--- src/shared/dcb_pkg.sv ---
// Behaviour
// - six forwarded differential clock pairs, complement inverted
// - four active-low row selects, one per row
// - 13-bit multiplexed row and column address
// - 2-bit bank address selects bank
// - row, column, write strobes encode commands
// - 64-bit data bus, driven for writes
// - write strobe edges centred in data
// - read data captured on memory strobes
// - nine strobes, one per byte lane
// - clock enables hold init and self-refresh
// - idle rows powered down, woken before use
// - clock enables change on forwarded rising edge
// - check byte travels with every data beat
package dcb_pkg;
  // ----------------------------------------------------------------
  // geometry
  // ----------------------------------------------------------------
  localparam int N_CLK_PAIRS = 6;
  localparam int N_ROWS = 4;
  localparam int ADDR_W = 13;
  localparam int BANK_W = 2;
  localparam int DATA_W = 64;
  localparam int CHECK_W = 8;
  localparam int N_LANES = 9;
  localparam int BEAT_W = DATA_W + CHECK_W;
  localparam logic [3:0] ROWS_ALL = 4'hF;
  localparam logic [3:0] ROWS_NONE = 4'h0;
  // ----------------------------------------------------------------
  // timing: one forwarded clock period is eight system clocks
  // ----------------------------------------------------------------
  localparam int CLK_PERIOD_NS = 20;
  localparam int INIT_TIME_NS = 200000;
  localparam int INIT_CYCLES = (INIT_TIME_NS + CLK_PERIOD_NS - 1)
                               / CLK_PERIOD_NS;
  localparam int RD_SLOTS = 4;
  localparam logic [2:0] PH_LAST = 3'h7;
  localparam logic [2:0] PH_CLK_FALL = 3'h4;
  localparam logic [2:0] PH_BEAT1 = 3'h4;
  localparam logic [2:0] PH_STB_RISE = 3'h2;
  localparam logic [2:0] PH_STB_FALL = 3'h6;
  // ----------------------------------------------------------------
  // commands
  // ----------------------------------------------------------------
  typedef enum logic [2:0] {
    cmd_nop, cmd_activate, cmd_read, cmd_write,
    cmd_precharge, cmd_refresh, cmd_mode_set
  } dcb_cmd_type;

  // returns {row_strobe_n, column_strobe_n, write_strobe_n}
  function automatic logic [2:0] dcb_cmd_pins(input dcb_cmd_type c);
    unique case (c)
      cmd_activate: dcb_cmd_pins = 3'h3;
      cmd_read: dcb_cmd_pins = 3'h5;
      cmd_write: dcb_cmd_pins = 3'h4;
      cmd_precharge: dcb_cmd_pins = 3'h2;
      cmd_refresh: dcb_cmd_pins = 3'h1;
      cmd_mode_set: dcb_cmd_pins = 3'h0;
      default: dcb_cmd_pins = 3'h7;
    endcase
  endfunction : dcb_cmd_pins
endpackage : dcb_pkg

--- src/dcb_byte_lane.sv ---
module dcb_byte_lane (
  // clock and reset
  input wire logic clk,
  input wire logic rst_b,
  // launch values for the next cycle, and read capture enable
  input wire logic nxt_drive,
  input wire logic [7:0] nxt_byte,
  input wire logic nxt_strobe,
  input wire logic capture_en,
  // lane pins
  input wire logic [7:0] dq_in,
  output logic [7:0] dq_out_ff,
  output logic dq_oe_ff,
  input wire logic dqs_in,
  output logic dqs_out_ff,
  output logic dqs_oe_ff,
  // captured read beat
  output logic [7:0] rd_byte_ff,
  output logic rd_edge_ff
);
  logic [7:0] dq_meta_ff;
  logic [7:0] dq_sync_ff;
  logic dqs_meta_ff;
  logic dqs_sync_ff;
  logic dqs_last_ff;
  wire dqs_edge = dqs_sync_ff ^ dqs_last_ff;
  wire take_beat = dqs_edge & capture_en;

  // ----------------------------------------------------------------
  // write launch
  // ----------------------------------------------------------------
  always_ff @(posedge clk or negedge rst_b)
  begin
    if (!rst_b)
    begin
      dq_out_ff <= 8'h00;
      dq_oe_ff <= 1'b0;
      dqs_out_ff <= 1'b0;
      dqs_oe_ff <= 1'b0;
    end
    else
    begin
      dq_out_ff <= nxt_drive ? nxt_byte : 8'h00;
      dq_oe_ff <= nxt_drive;
      dqs_out_ff <= nxt_strobe;
      dqs_oe_ff <= nxt_drive;
    end
  end

  // ----------------------------------------------------------------
  // read capture
  // ----------------------------------------------------------------
  // data and strobe share one synchroniser depth, so the data sample
  // seen with a strobe edge was taken at the same instant
  always_ff @(posedge clk or negedge rst_b)
  begin
    if (!rst_b)
    begin
      dq_meta_ff <= 8'h00;
      dq_sync_ff <= 8'h00;
      dqs_meta_ff <= 1'b0;
      dqs_sync_ff <= 1'b0;
      dqs_last_ff <= 1'b0;
    end
    else
    begin
      dq_meta_ff <= dq_in;
      dq_sync_ff <= dq_meta_ff;
      dqs_meta_ff <= dqs_in;
      dqs_sync_ff <= dqs_meta_ff;
      dqs_last_ff <= dqs_sync_ff;
    end
  end

  always_ff @(posedge clk or negedge rst_b)
  begin
    if (!rst_b)
    begin
      rd_byte_ff <= 8'h00;
      rd_edge_ff <= 1'b0;
    end
    else
    begin
      rd_edge_ff <= take_beat;
      if (take_beat)
        rd_byte_ff <= dq_sync_ff;
    end
  end
endmodule : dcb_byte_lane

--- src/dcb_channel.sv ---
module dcb_channel #(
  parameter int INIT_CYCLES = dcb_pkg::INIT_CYCLES,
  parameter int RD_SLOTS = dcb_pkg::RD_SLOTS
) (
  // clock and reset
  input wire logic clk,
  input wire logic rst_b,
  // command port
  input wire logic cmd_valid,
  input wire dcb_pkg::dcb_cmd_type cmd_code,
  input wire logic [1:0] cmd_row,
  input wire logic [1:0] cmd_bank,
  input wire logic [12:0] cmd_addr,
  input wire logic [63:0] wr_data0,
  input wire logic [7:0] wr_check0,
  input wire logic [63:0] wr_data1,
  input wire logic [7:0] wr_check1,
  output logic cmd_ack,
  // read return
  output logic rd_valid,
  output logic [63:0] rd_data,
  output logic [7:0] rd_check,
  // power control
  input wire logic [3:0] pdn_req,
  input wire logic sref_req,
  output logic init_done,
  output logic sref_active,
  // memory command pins
  output logic [5:0] mem_fwd_clk_true,
  output logic [5:0] mem_fwd_clk_comp,
  output logic [3:0] row_select_n,
  output logic [3:0] row_clock_enable,
  output logic [12:0] mem_row_col_addr,
  output logic [1:0] bank_addr,
  output logic row_strobe_n,
  output logic column_strobe_n,
  output logic write_strobe_n,
  // memory data pins
  input wire logic [63:0] mem_data_bus_in,
  output logic [63:0] mem_data_bus_out,
  output logic [63:0] mem_data_bus_oe,
  input wire logic [7:0] check_byte_bus_in,
  output logic [7:0] check_byte_bus_out,
  output logic [7:0] check_byte_bus_oe,
  input wire logic [8:0] byte_lane_strobe_in,
  output logic [8:0] byte_lane_strobe_out,
  output logic [8:0] byte_lane_strobe_oe
);
  localparam int INIT_W = $clog2(INIT_CYCLES + 1);

  if (INIT_CYCLES < 1 || RD_SLOTS < 1 || RD_SLOTS > 8)
  begin : g_bad_param
    $error("dcb_channel: INIT_CYCLES or RD_SLOTS out of range");
  end

  typedef enum logic [2:0] {
    st_init, st_idle, st_wcmd, st_wdata, st_rwait, st_sref
  } dcb_state_type;

  function automatic logic [3:0] row_onehot(input logic [1:0] r);
    row_onehot = 4'h1 << r;
  endfunction : row_onehot

  dcb_state_type state_ff;
  dcb_state_type nxt_state;
  logic [2:0] phase_ff;
  logic [INIT_W-1:0] init_cnt_ff;
  logic [2:0] rd_cnt_ff;
  logic [5:0] clk_true_ff;
  logic [5:0] clk_comp_ff;
  logic fwd_prev_ff;
  logic [3:0] sel_n_ff;
  logic [3:0] nxt_sel_n;
  logic [3:0] cke_ff;
  logic [3:0] nxt_cke;
  logic [2:0] pins_ff;
  logic [2:0] nxt_pins;
  logic [12:0] addr_ff;
  logic [1:0] bank_ff;
  logic ack_ff;
  logic init_done_ff;
  logic sref_ff;
  logic [71:0] wbuf0_ff;
  logic [71:0] wbuf1_ff;
  logic rd_valid_ff;
  logic [71:0] rd_beat_ff;
  logic [8:0] lane_oe;
  logic [8:0] lane_edge;
  logic [71:0] lane_rd;
  logic [71:0] all_dq_out;
  logic [71:0] all_oe;

  wire [2:0] nxt_phase = phase_ff + 3'h1;
  wire slot = phase_ff == dcb_pkg::PH_LAST;
  wire idle = state_ff == st_idle;
  wire init_end = init_cnt_ff == INIT_W'(INIT_CYCLES - 1);
  wire [3:0] cmd_mask = row_onehot(cmd_row);
  // command waits until its row is awake
  wire take = slot & idle & cmd_valid & ~sref_req & cke_ff[cmd_row];
  wire sref_go = slot & idle & sref_req & (&cke_ff);
  wire rd_done = rd_cnt_ff == 3'h0;
  wire [71:0] wr_beat = (nxt_phase < dcb_pkg::PH_BEAT1) ? wbuf0_ff
                                                         : wbuf1_ff;
  wire nxt_drive = nxt_state == st_wdata;
  // strobe edges at quarter points of each beat pair
  wire nxt_strobe = nxt_drive & (nxt_phase >= dcb_pkg::PH_STB_RISE) &
                    (nxt_phase < dcb_pkg::PH_STB_FALL);
  wire capture_en = state_ff == st_rwait;

  // ----------------------------------------------------------------
  // forwarded clock
  // ----------------------------------------------------------------
  // divided clock, both polarities registered
  always_ff @(posedge clk or negedge rst_b)
  begin
    if (!rst_b)
    begin
      // start in the low half so the first pulse is a full one
      phase_ff <= dcb_pkg::PH_CLK_FALL;
      clk_true_ff <= 6'h00;
      clk_comp_ff <= 6'h3F;
      fwd_prev_ff <= 1'b0;
    end
    else
    begin
      phase_ff <= nxt_phase;
      clk_true_ff <= {6{nxt_phase < dcb_pkg::PH_CLK_FALL}};
      clk_comp_ff <= {6{nxt_phase >= dcb_pkg::PH_CLK_FALL}};
      fwd_prev_ff <= clk_true_ff[0];
    end
  end

  // ----------------------------------------------------------------
  // sequencing
  // ----------------------------------------------------------------
  always_comb
  begin
    nxt_state = state_ff;
    unique case (state_ff)
      st_init: if (slot && init_end) nxt_state = st_idle;
      st_idle:
        if (take && cmd_code == dcb_pkg::cmd_read)
          nxt_state = st_rwait;
        else if (take && cmd_code == dcb_pkg::cmd_write)
          nxt_state = st_wcmd;
        else if (sref_go)
          nxt_state = st_sref;
      st_wcmd: if (slot) nxt_state = st_wdata;
      st_wdata: if (slot) nxt_state = st_idle;
      st_rwait: if (slot && rd_done) nxt_state = st_idle;
      st_sref: if (slot && !sref_req) nxt_state = st_idle;
    endcase
  end

  // clock enables low through init and self-refresh
  always_comb
  begin
    nxt_cke = cke_ff;
    unique case (state_ff)
      st_init: nxt_cke = init_end ? dcb_pkg::ROWS_ALL : dcb_pkg::ROWS_NONE;
      // idle rows drop, wanted rows rise first
      st_idle:
        if (sref_go)
          nxt_cke = dcb_pkg::ROWS_NONE;
        else
          nxt_cke = ~pdn_req | (cmd_valid ? cmd_mask : 4'h0) |
                    {4{sref_req}};
      st_sref: nxt_cke = sref_req ? dcb_pkg::ROWS_NONE : dcb_pkg::ROWS_ALL;
      st_wcmd, st_wdata, st_rwait: nxt_cke = cke_ff;
    endcase
  end

  // strobes and selects form the command
  always_comb
  begin
    nxt_sel_n = dcb_pkg::ROWS_ALL;
    nxt_pins = dcb_pkg::dcb_cmd_pins(dcb_pkg::cmd_nop);
    if (take)
    begin
      nxt_sel_n = ~cmd_mask;
      nxt_pins = dcb_pkg::dcb_cmd_pins(cmd_code);
    end
    else if (sref_go)
    begin
      nxt_sel_n = dcb_pkg::ROWS_NONE;
      nxt_pins = dcb_pkg::dcb_cmd_pins(dcb_pkg::cmd_refresh);
    end
  end

  always_ff @(posedge clk or negedge rst_b)
  begin
    if (!rst_b)
    begin
      state_ff <= st_init;
      init_cnt_ff <= '0;
      rd_cnt_ff <= 3'h0;
    end
    else
    begin
      state_ff <= nxt_state;
      if (state_ff == st_init && !init_end)
        init_cnt_ff <= init_cnt_ff + INIT_W'(1);
      if (take)
        rd_cnt_ff <= 3'(RD_SLOTS - 1);
      else if (slot && capture_en && !rd_done)
        rd_cnt_ff <= rd_cnt_ff - 3'h1;
    end
  end

  // ----------------------------------------------------------------
  // command pins
  // ----------------------------------------------------------------
  // pins move only as the forwarded clock rises
  always_ff @(posedge clk or negedge rst_b)
  begin
    if (!rst_b)
    begin
      sel_n_ff <= dcb_pkg::ROWS_ALL;
      cke_ff <= dcb_pkg::ROWS_NONE;
      pins_ff <= 3'h7;
    end
    else if (slot)
    begin
      sel_n_ff <= nxt_sel_n;
      cke_ff <= nxt_cke;
      pins_ff <= nxt_pins;
    end
  end

  // address and bank held between commands
  always_ff @(posedge clk or negedge rst_b)
  begin
    if (!rst_b)
    begin
      addr_ff <= 13'h0000;
      bank_ff <= 2'h0;
      wbuf0_ff <= '0;
      wbuf1_ff <= '0;
    end
    else if (take)
    begin
      addr_ff <= cmd_addr;
      bank_ff <= cmd_bank;
      wbuf0_ff <= {wr_check0, wr_data0};
      wbuf1_ff <= {wr_check1, wr_data1};
    end
  end

  always_ff @(posedge clk or negedge rst_b)
  begin
    if (!rst_b)
    begin
      ack_ff <= 1'b0;
      init_done_ff <= 1'b0;
      sref_ff <= 1'b0;
      rd_valid_ff <= 1'b0;
      rd_beat_ff <= '0;
    end
    else
    begin
      ack_ff <= take;
      init_done_ff <= nxt_state != st_init;
      sref_ff <= nxt_state == st_sref;
      rd_valid_ff <= lane_edge[0];
      rd_beat_ff <= lane_rd;
    end
  end

  // ----------------------------------------------------------------
  // byte lanes
  // ----------------------------------------------------------------
  // lane n pairs strobe n, lane 8 the check byte
  for (genvar l = 0; l < dcb_pkg::N_LANES; l++)
  begin : g_lane
    dcb_byte_lane u_lane (
      .clk(clk),
      .rst_b(rst_b),
      .nxt_drive(nxt_drive),
      .nxt_byte(wr_beat[8*l +: 8]),
      .nxt_strobe(nxt_strobe),
      .capture_en(capture_en),
      .dq_in(l < 8 ? mem_data_bus_in[8*(l%8) +: 8] : check_byte_bus_in),
      .dq_out_ff(all_dq_out[8*l +: 8]),
      .dq_oe_ff(lane_oe[l]),
      .dqs_in(byte_lane_strobe_in[l]),
      .dqs_out_ff(byte_lane_strobe_out[l]),
      .dqs_oe_ff(byte_lane_strobe_oe[l]),
      .rd_byte_ff(lane_rd[8*l +: 8]),
      .rd_edge_ff(lane_edge[l])
    );
    assign all_oe[8*l +: 8] = {8{lane_oe[l]}};
  end

  // data bus and check byte share each beat
  assign mem_data_bus_out = all_dq_out[63:0];
  assign mem_data_bus_oe = all_oe[63:0];
  assign check_byte_bus_out = all_dq_out[71:64];
  assign check_byte_bus_oe = all_oe[71:64];
  assign mem_fwd_clk_true = clk_true_ff;
  assign mem_fwd_clk_comp = clk_comp_ff;
  assign row_select_n = sel_n_ff;
  assign row_clock_enable = cke_ff;
  assign {row_strobe_n, column_strobe_n, write_strobe_n} = pins_ff;
  assign mem_row_col_addr = addr_ff;
  assign bank_addr = bank_ff;
  assign cmd_ack = ack_ff;
  assign init_done = init_done_ff;
  assign sref_active = sref_ff;
  assign rd_valid = rd_valid_ff;
  assign rd_data = rd_beat_ff[63:0];
  assign rd_check = rd_beat_ff[71:64];

  wire ck_rise = clk_true_ff[0] & ~fwd_prev_ff;
  wire is_ref = pins_ff == 3'h1;
  wire is_wr = ~(&row_select_n) && pins_ff == 3'h4;
endmodule : dcb_channel

--- config.mk ---
export PLATFORM = sky130hd
export DESIGN_NAME = dcb_channel
export DESIGN_NICKNAME = d
export VERILOG_FILES = /design/src/shared/dcb_pkg.sv /design/src/dcb_byte_lane.sv /design/src/dcb_channel.sv
export SDC_FILE = /design/constraint.sdc
export NUM_CORES = 1
export LEC_CHECK = 0
export BUFFER_PORTS_ARGS = -buffer_cell sky130_fd_sc_hd__buf_2
export CAP_MARGIN = 20
export CORE_MARGIN = 10
export CORE_UTILIZATION = 47
export CTS_CLUSTER_DIAMETER = 50
export CTS_CLUSTER_SIZE = 14
export DETAILED_ROUTE_END_ITERATION = 10
export MAX_ROUTING_LAYER = met4
export PLACE_DENSITY = 0.72
export SLEW_MARGIN = 5
export SYNTH_ARGS = -nofsm -noshare
export SYNTH_HDL_FRONTEND = slang
export SYNTH_SLANG_ARGS = --single-unit
export TNS_END_PERCENT = 1
--- constraint.sdc ---
create_clock -name clk -period 2.9 [get_ports clk]
set_input_delay 0.145 -clock clk [delete_from_list [all_inputs] [get_ports clk]]
set_output_delay 0.145 -clock clk [all_outputs]
set_load 0.1 [all_outputs]
After elaboration in Yosys (flattened, before gate mapping)
Cells that the tools add are included.
{"block": "word_totals", "ff_bits": 589, "out_inout_bits": 276, "elab_cells": 191}
{"block": "op_classes", "addsub": 3, "magnitude_cmp": 5, "n_eq_ne": 15, "shift": 1, "n_mux": 33, "bitwise_logic": 32, "n_reduce_logical": 18}
{"operator": "2-to-1 mux 72 bit", "n": 1}
{"operator": "2-to-1 mux 8 bit", "n": 9}
{"operator": "2-to-1 mux 3 bit", "n": 12}
{"operator": "case mux 3 bit (6 select lines)", "n": 2}
{"operator": "2-to-1 mux 4 bit", "n": 6}
{"operator": "equality test 3 bit, second input constant", "n": 7}
{"operator": "AND 1 bit", "n": 17}
{"operator": "equality test 3 x 2 -> 1 bit, second input constant", "n": 5}
{"operator": "adder 14 x 1 -> 14 bit, second input constant", "n": 1}
{"operator": "equality test 14 bit, second input constant", "n": 1}
{"operator": "case mux 4 bit (3 select lines)", "n": 1}
{"operator": "bitwise XOR 1 bit", "n": 9}
{"operator": "logical AND 1 bit", "n": 8}
{"operator": "inverter 4 bit", "n": 2}
{"operator": "OR 4 bit", "n": 2}
{"operator": "equality test 3 x 1 -> 1 bit, second input constant", "n": 2}
{"operator": "zero test 3 bit", "n": 2}
{"operator": "< comparator 3 bit, second input constant", "n": 2}
{"operator": "AND reduction 4 bit", "n": 1}
{"operator": "left shift 1 x 2 -> 4 bit, first input constant", "n": 1}
{"operator": "adder 3 x 1 -> 3 bit, second input constant", "n": 1}
{"operator": ">= comparator 3 x 2 -> 1 bit, second input constant", "n": 1}
{"operator": ">= comparator 3 bit, second input constant", "n": 1}
{"operator": "zero test 1 bit", "n": 3}
{"operator": "9 further kinds", "n": 10}

Longest topological paths before layout
{"block": "logic_depth", "depth_word": 12, "depth_mapped": 9, "mapped_depth_nobuf": 7}

Hierarchy
Synthesis repeated with hierarchy kept, for this count alone.
{"block": "hier_totals", "cells_unflattened": 1610, "area_unflattened_um2": 21184.1}
{"module": "dcb_channel", "n_inst": 1, "cells_each": 1088, "area_each_um2": 11128.2, "seq_area_each_um2": 6792.8}
{"module": "dcb_byte_lane", "n_inst": 9, "cells_each": 58, "area_each_um2": 1117.3, "seq_area_each_um2": 950.9}

Least setup slack after synthesis
Ideal clock, no wire load.
{"block": "synth_path", "kind": "register to output", "from": "reg, netlist name g_lane[8].u_lane.dqs_oe_ff", "to": "out byte_lane_strobe_oe[0]", "arrival_time_ns": 1.994, "path_slack_ns": 0.761, "stages_incl_launch_ff": 2, "cell_sequence": "dfrtp_1 -> buf_4"}
{"item": "end, declared", "line_no": "dcb_channel.sv:47", "text": "output logic [8:0] byte_lane_strobe_oe"}

Worst setup path in the final report
{"block": "layout_path", "from": "reg state_ff[0]", "to": "reg state_ff[2]"}
{"block": "layout_via", "elab_chain_cells": 9}
{"item": "start, declared", "line_no": "dcb_channel.sv:64", "text": "dcb_state_type state_ff;"}
{"item": "start signal, assigned", "line_no": "dcb_channel.sv:194", "text": "state_ff <= st_init;"}
{"item": "start signal, assigned", "line_no": "dcb_channel.sv:200", "text": "state_ff <= nxt_state;"}
{"item": "equality test 3 x 1 -> 1 bit", "line_no": "dcb_channel.sv:95, dcb_channel.sv:139"}
{"item": "AND 1 bit", "line_no": "dcb_channel.sv:99, dcb_channel.sv:100"}
{"item": "AND 1 bit (3 in a row)", "line_no": "dcb_channel.sv:99", "text": "wire take = slot & idle & cmd_valid & ~sref_req & cke_ff[cmd_row];"}
{"item": "logical AND 1 bit", "line_no": "dcb_channel.sv:144", "text": "else if (take && cmd_code == dcb_pkg::cmd_write)"}
{"item": "2-to-1 mux 3 bit", "line_no": "dcb_channel.sv:144"}
{"item": "2-to-1 mux 3 bit", "line_no": "dcb_channel.sv:142", "text": "if (take && cmd_code == dcb_pkg::cmd_read)"}
{"item": "case mux 3 bit (6 select lines) *", "line_no": "dcb_channel.sv:139", "text": "unique case (state_ff)"}
{"item": "named net nxt_state[2]", "line_no": "dcb_channel.sv:65", "text": "dcb_state_type nxt_state;"}
The timed path passes the listed nets; every way through them passes the cells marked *.
A chain may end at the register's enable or synchronous reset.

==> out/metrics.cfg <==
[clock_network]
post_cts_buffers=0
cts_resized=0
cts_inserted_buffers=53
clock_sinks=589
h-tree-depth=2
cts_root_buf=clkbuf_16
insertion_delay_ns=0.62
cts_buffer_depth=3
cts_tree=built
hold_buffers=256
clkTransAtPathRegs_ns=0.06

[global_routing]
grt_pass1_vias=15831
track_usage_pct=23.0
antenna_found_initial=17
grt_pass1_wl_um=92200
grt_max_degree=165
grt-ovfl-total=0

[floorplanning]
rows=76
ios=529
core_area_um2=43200
die_h_um=229
initial_core_util_pct=47.6
die_w_um=229
dieArea_um2=52500

[power]
power_frac_clock_pct=28.2
p_total_mw=24.1
p_seq_share_pct=42.6
swShare_pct=38.6
power_density_nw_per_um2=876
pwr-share-comb_pct=29.2
p_switching_mw=9.30
leakagePower_nw=14.1
max-vdd-ir-drop_mv=0.902
internal_power_mw=14.8

[route]
route.met3.wl_um=3800
antenna_left=0
wl_met2_um=31500
routed_wl_um=59800
vias=14623
drt_iter0_drc=1045
first_pass_iters=5
m1WireLength_um=21800
route.detailed.drc=0
wl_per_cell_um=20.3
via_per_inst=4.98
topRoutingLayerUsed=met4

[sta]
period_share_pct=85.6
rsz0062_at_grt=no
final.min_clock_period_ns=2.48
setup_slack_ns=0.418
worst_pin_slew_ns=0.915
setup_tns_ns=0
setup_viol=0
maxSlewViolCount=0
hold_violations=0
fmax_mhz=403
relSlewSlack_pct=39.0
finClkSkew_ns=0.0395

[synthesis]
syn-cell-area_um2=20600
ys.flop_type=dfrtp_1
synth_nets=1870
seq_area_frac_synth_pct=71.7
syn_inst=1611
ys.warnings.count=0
synth-edff-count=0
yosysTopAreaCellShare_pct=70.6
synth_top_area_cell=dfrtp_1
ys_seq_elements=589
syn_avg_cell_area_um2=12.8
synth.area.top_cells=dfrtp_1 (71%), nand2_1 (9.1%), mux2_2 (4.1%), buf_4 (3.7%), mux2i_1 (3.6%)
async_reset_ff_share_pct=100
yosysUniqueCellTypes=51

[worst_setup_path]
worstPathRequired_ns=3.44
cpPeakStageDelay_ns=0.56
crit_path_top_delay_cell=dlygate4sd3_1
cp_cell_sequence=nor3b_1 -> nand3_4 -> inv_6 -> nand2_1 -> o21ai_0 -> dlygate4sd3_1
startpoint_type=register
arrival_ns=3.03
critPathKind=register to register
crit_path_end_kind=register
cp_max_fo=58

[worst_hold_path]
min_path_type=primary input to register

[place]
portBuffers=528
hpwl_um=37200
dpl.cell_count=2589
place_area_um2=23300
dp_slack_ns=0.701
gp_congestion=0.838

[layout]
most-common-layout-cells=dfrtp_1 (579), buf_2 (527), nand2_1 (500), dlygate4sd3_1 (256), nor2_1 (87)
nets=2574
mostFrequentLayoutCell=dfrtp_1
layout-drive-gt1-share_pct=31.0
instances_no_fill=2939
areaGrowthSynthToFinish_pct=33.7
stdcell_area_um2=27500

[status]
status=finished, final reports clean

[run]
maxCapViolCount=0

per-stage QoR:
| step | hold slack [ns] | utilization (%) |
|---|---|---|
| after floorplan | -0.151 | - |
| after detailed placement | 0.219 | 53.9 |
| final | 0.0816 | 63.7 |
| after global routing | 0.0388 | 63.7 |
| after CTS | 0.0297 | 63.6 |
| after global placement | 0.211 | 53.9 |
registers in the layout, indices dropped and copies added (netlist names), 4 cells and up:
name	flops
row_select_n	4
g_lane.u_lane.dqs_last_ff	9
rd_beat_ff	72
init_cnt_ff	14
g_lane.u_lane.dqs_sync_ff	9
wbuf1_ff	72
row_clock_enable	4
mem_row_col_addr	13
g_lane.u_lane.dq_sync_ff	72
g_lane.u_lane.rd_byte_ff	72
g_lane.u_lane.dqs_meta_ff	9
g_lane.u_lane.dq_meta_ff	72
wbuf0_ff	72
g_lane.u_lane.dq_out_ff	72
cell usage after synthesis (2+ instances only):
master    number
and4_1         3
buf_4        102
inv_2          2
nand4_1        5
nor2_1        87
a311oi_1       2
nand2_1      500
o21ai_0        3
inv_1         14
nor3_1         5
buf_2         37
dfrtp_1      580
nor3b_1        3
mux2i_1       74
and3b_1        2
ha_1           6
dfstp_2        9
a31o_2         4
xnor2_1       13
a21oi_1        6
nor2b_1        4
mux2_2        74
xor2_1        11
buf_6          8
and2_1         2
nand3_1       14
and3_1         3
a211oi_1       2
o22a_1         3
clkbuf_1      12
layer usage:
layer / up-vias / global-route usage [%]
met1: 7348 / 25.3
met3: 179 / 4.86
met5: - / -
li1: 6424 / -
met2: 672 / 39.5
met4: 0 / 10.6
area by class of cell:
class	count	area (um^2)
Clock buffer	62	1380
Tap cell	585	732
Fill cell	3048	15700
Inverter	16	65.1
Sequential cell	589	14800
Multi-Input combinational cell	846	4700
Clock inverter	15	256
Antenna cell	17	42.5
Timing Repair Buffer	809	5570
critical path: cells and delay by family, from the launching register on:
kind	cells	cell delay (ns)
AO/OA/AOI/OAI	1	0.16
buffers and inverters	2	0.95
flip-flops	1	0.54
AND/OR/NAND/NOR	3	0.77
path summary, 6_finish.rpt:
check | end | slack [ns] | startpoint | cells after the start
setup / recovery | state_ff[2] | 0.42 | state_ff[0] | 6
hold / removal | sref_active | 0.08 | sref_req | 4
setup reg to reg | state_ff[2] | 0.42 | state_ff[0] | 6
hold reg to reg | g_lane[1].u_lane.dq_sync_ff[3] | 0.34 | g_lane[1].u_lane.dq_meta_ff[3] | 0
max in group asynchronous | wbuf1_ff[59] | 1.86 | rst_b | 3
min in group asynchronous | rd_beat_ff[7] | 0.18 | rst_b | 2
cells by family (layout without fill, tap and decap cells):
group           after synthesis  count (layout)  share of synthesized area [%]
simple gates                638             638                           12.4
other cells                   0              17                              0
mux                         149             149                           7.76
xor+xnor                     24              24                           1.02
compound gates               29              29                           1.11
flops                       589             589                           71.7
fa+ha+maj                     6               6                          0.365
buf+inv                     176             902                           5.59
power by group through the flow:
stage / clock (mW) / combinational, mW / sequential, mW
global route: 7.29 / 7.28 / 10.4
CTS: 6.89 / 7.03 / 10.2
floorplan: 0 / 1.31 / 14.2
finish: 6.80 / 7.04 / 10.3
detailed placement: 0 / 6.70 / 10.4
global placement: 0 / 6.62 / 10.3
(Power assumes the default switching activity.)
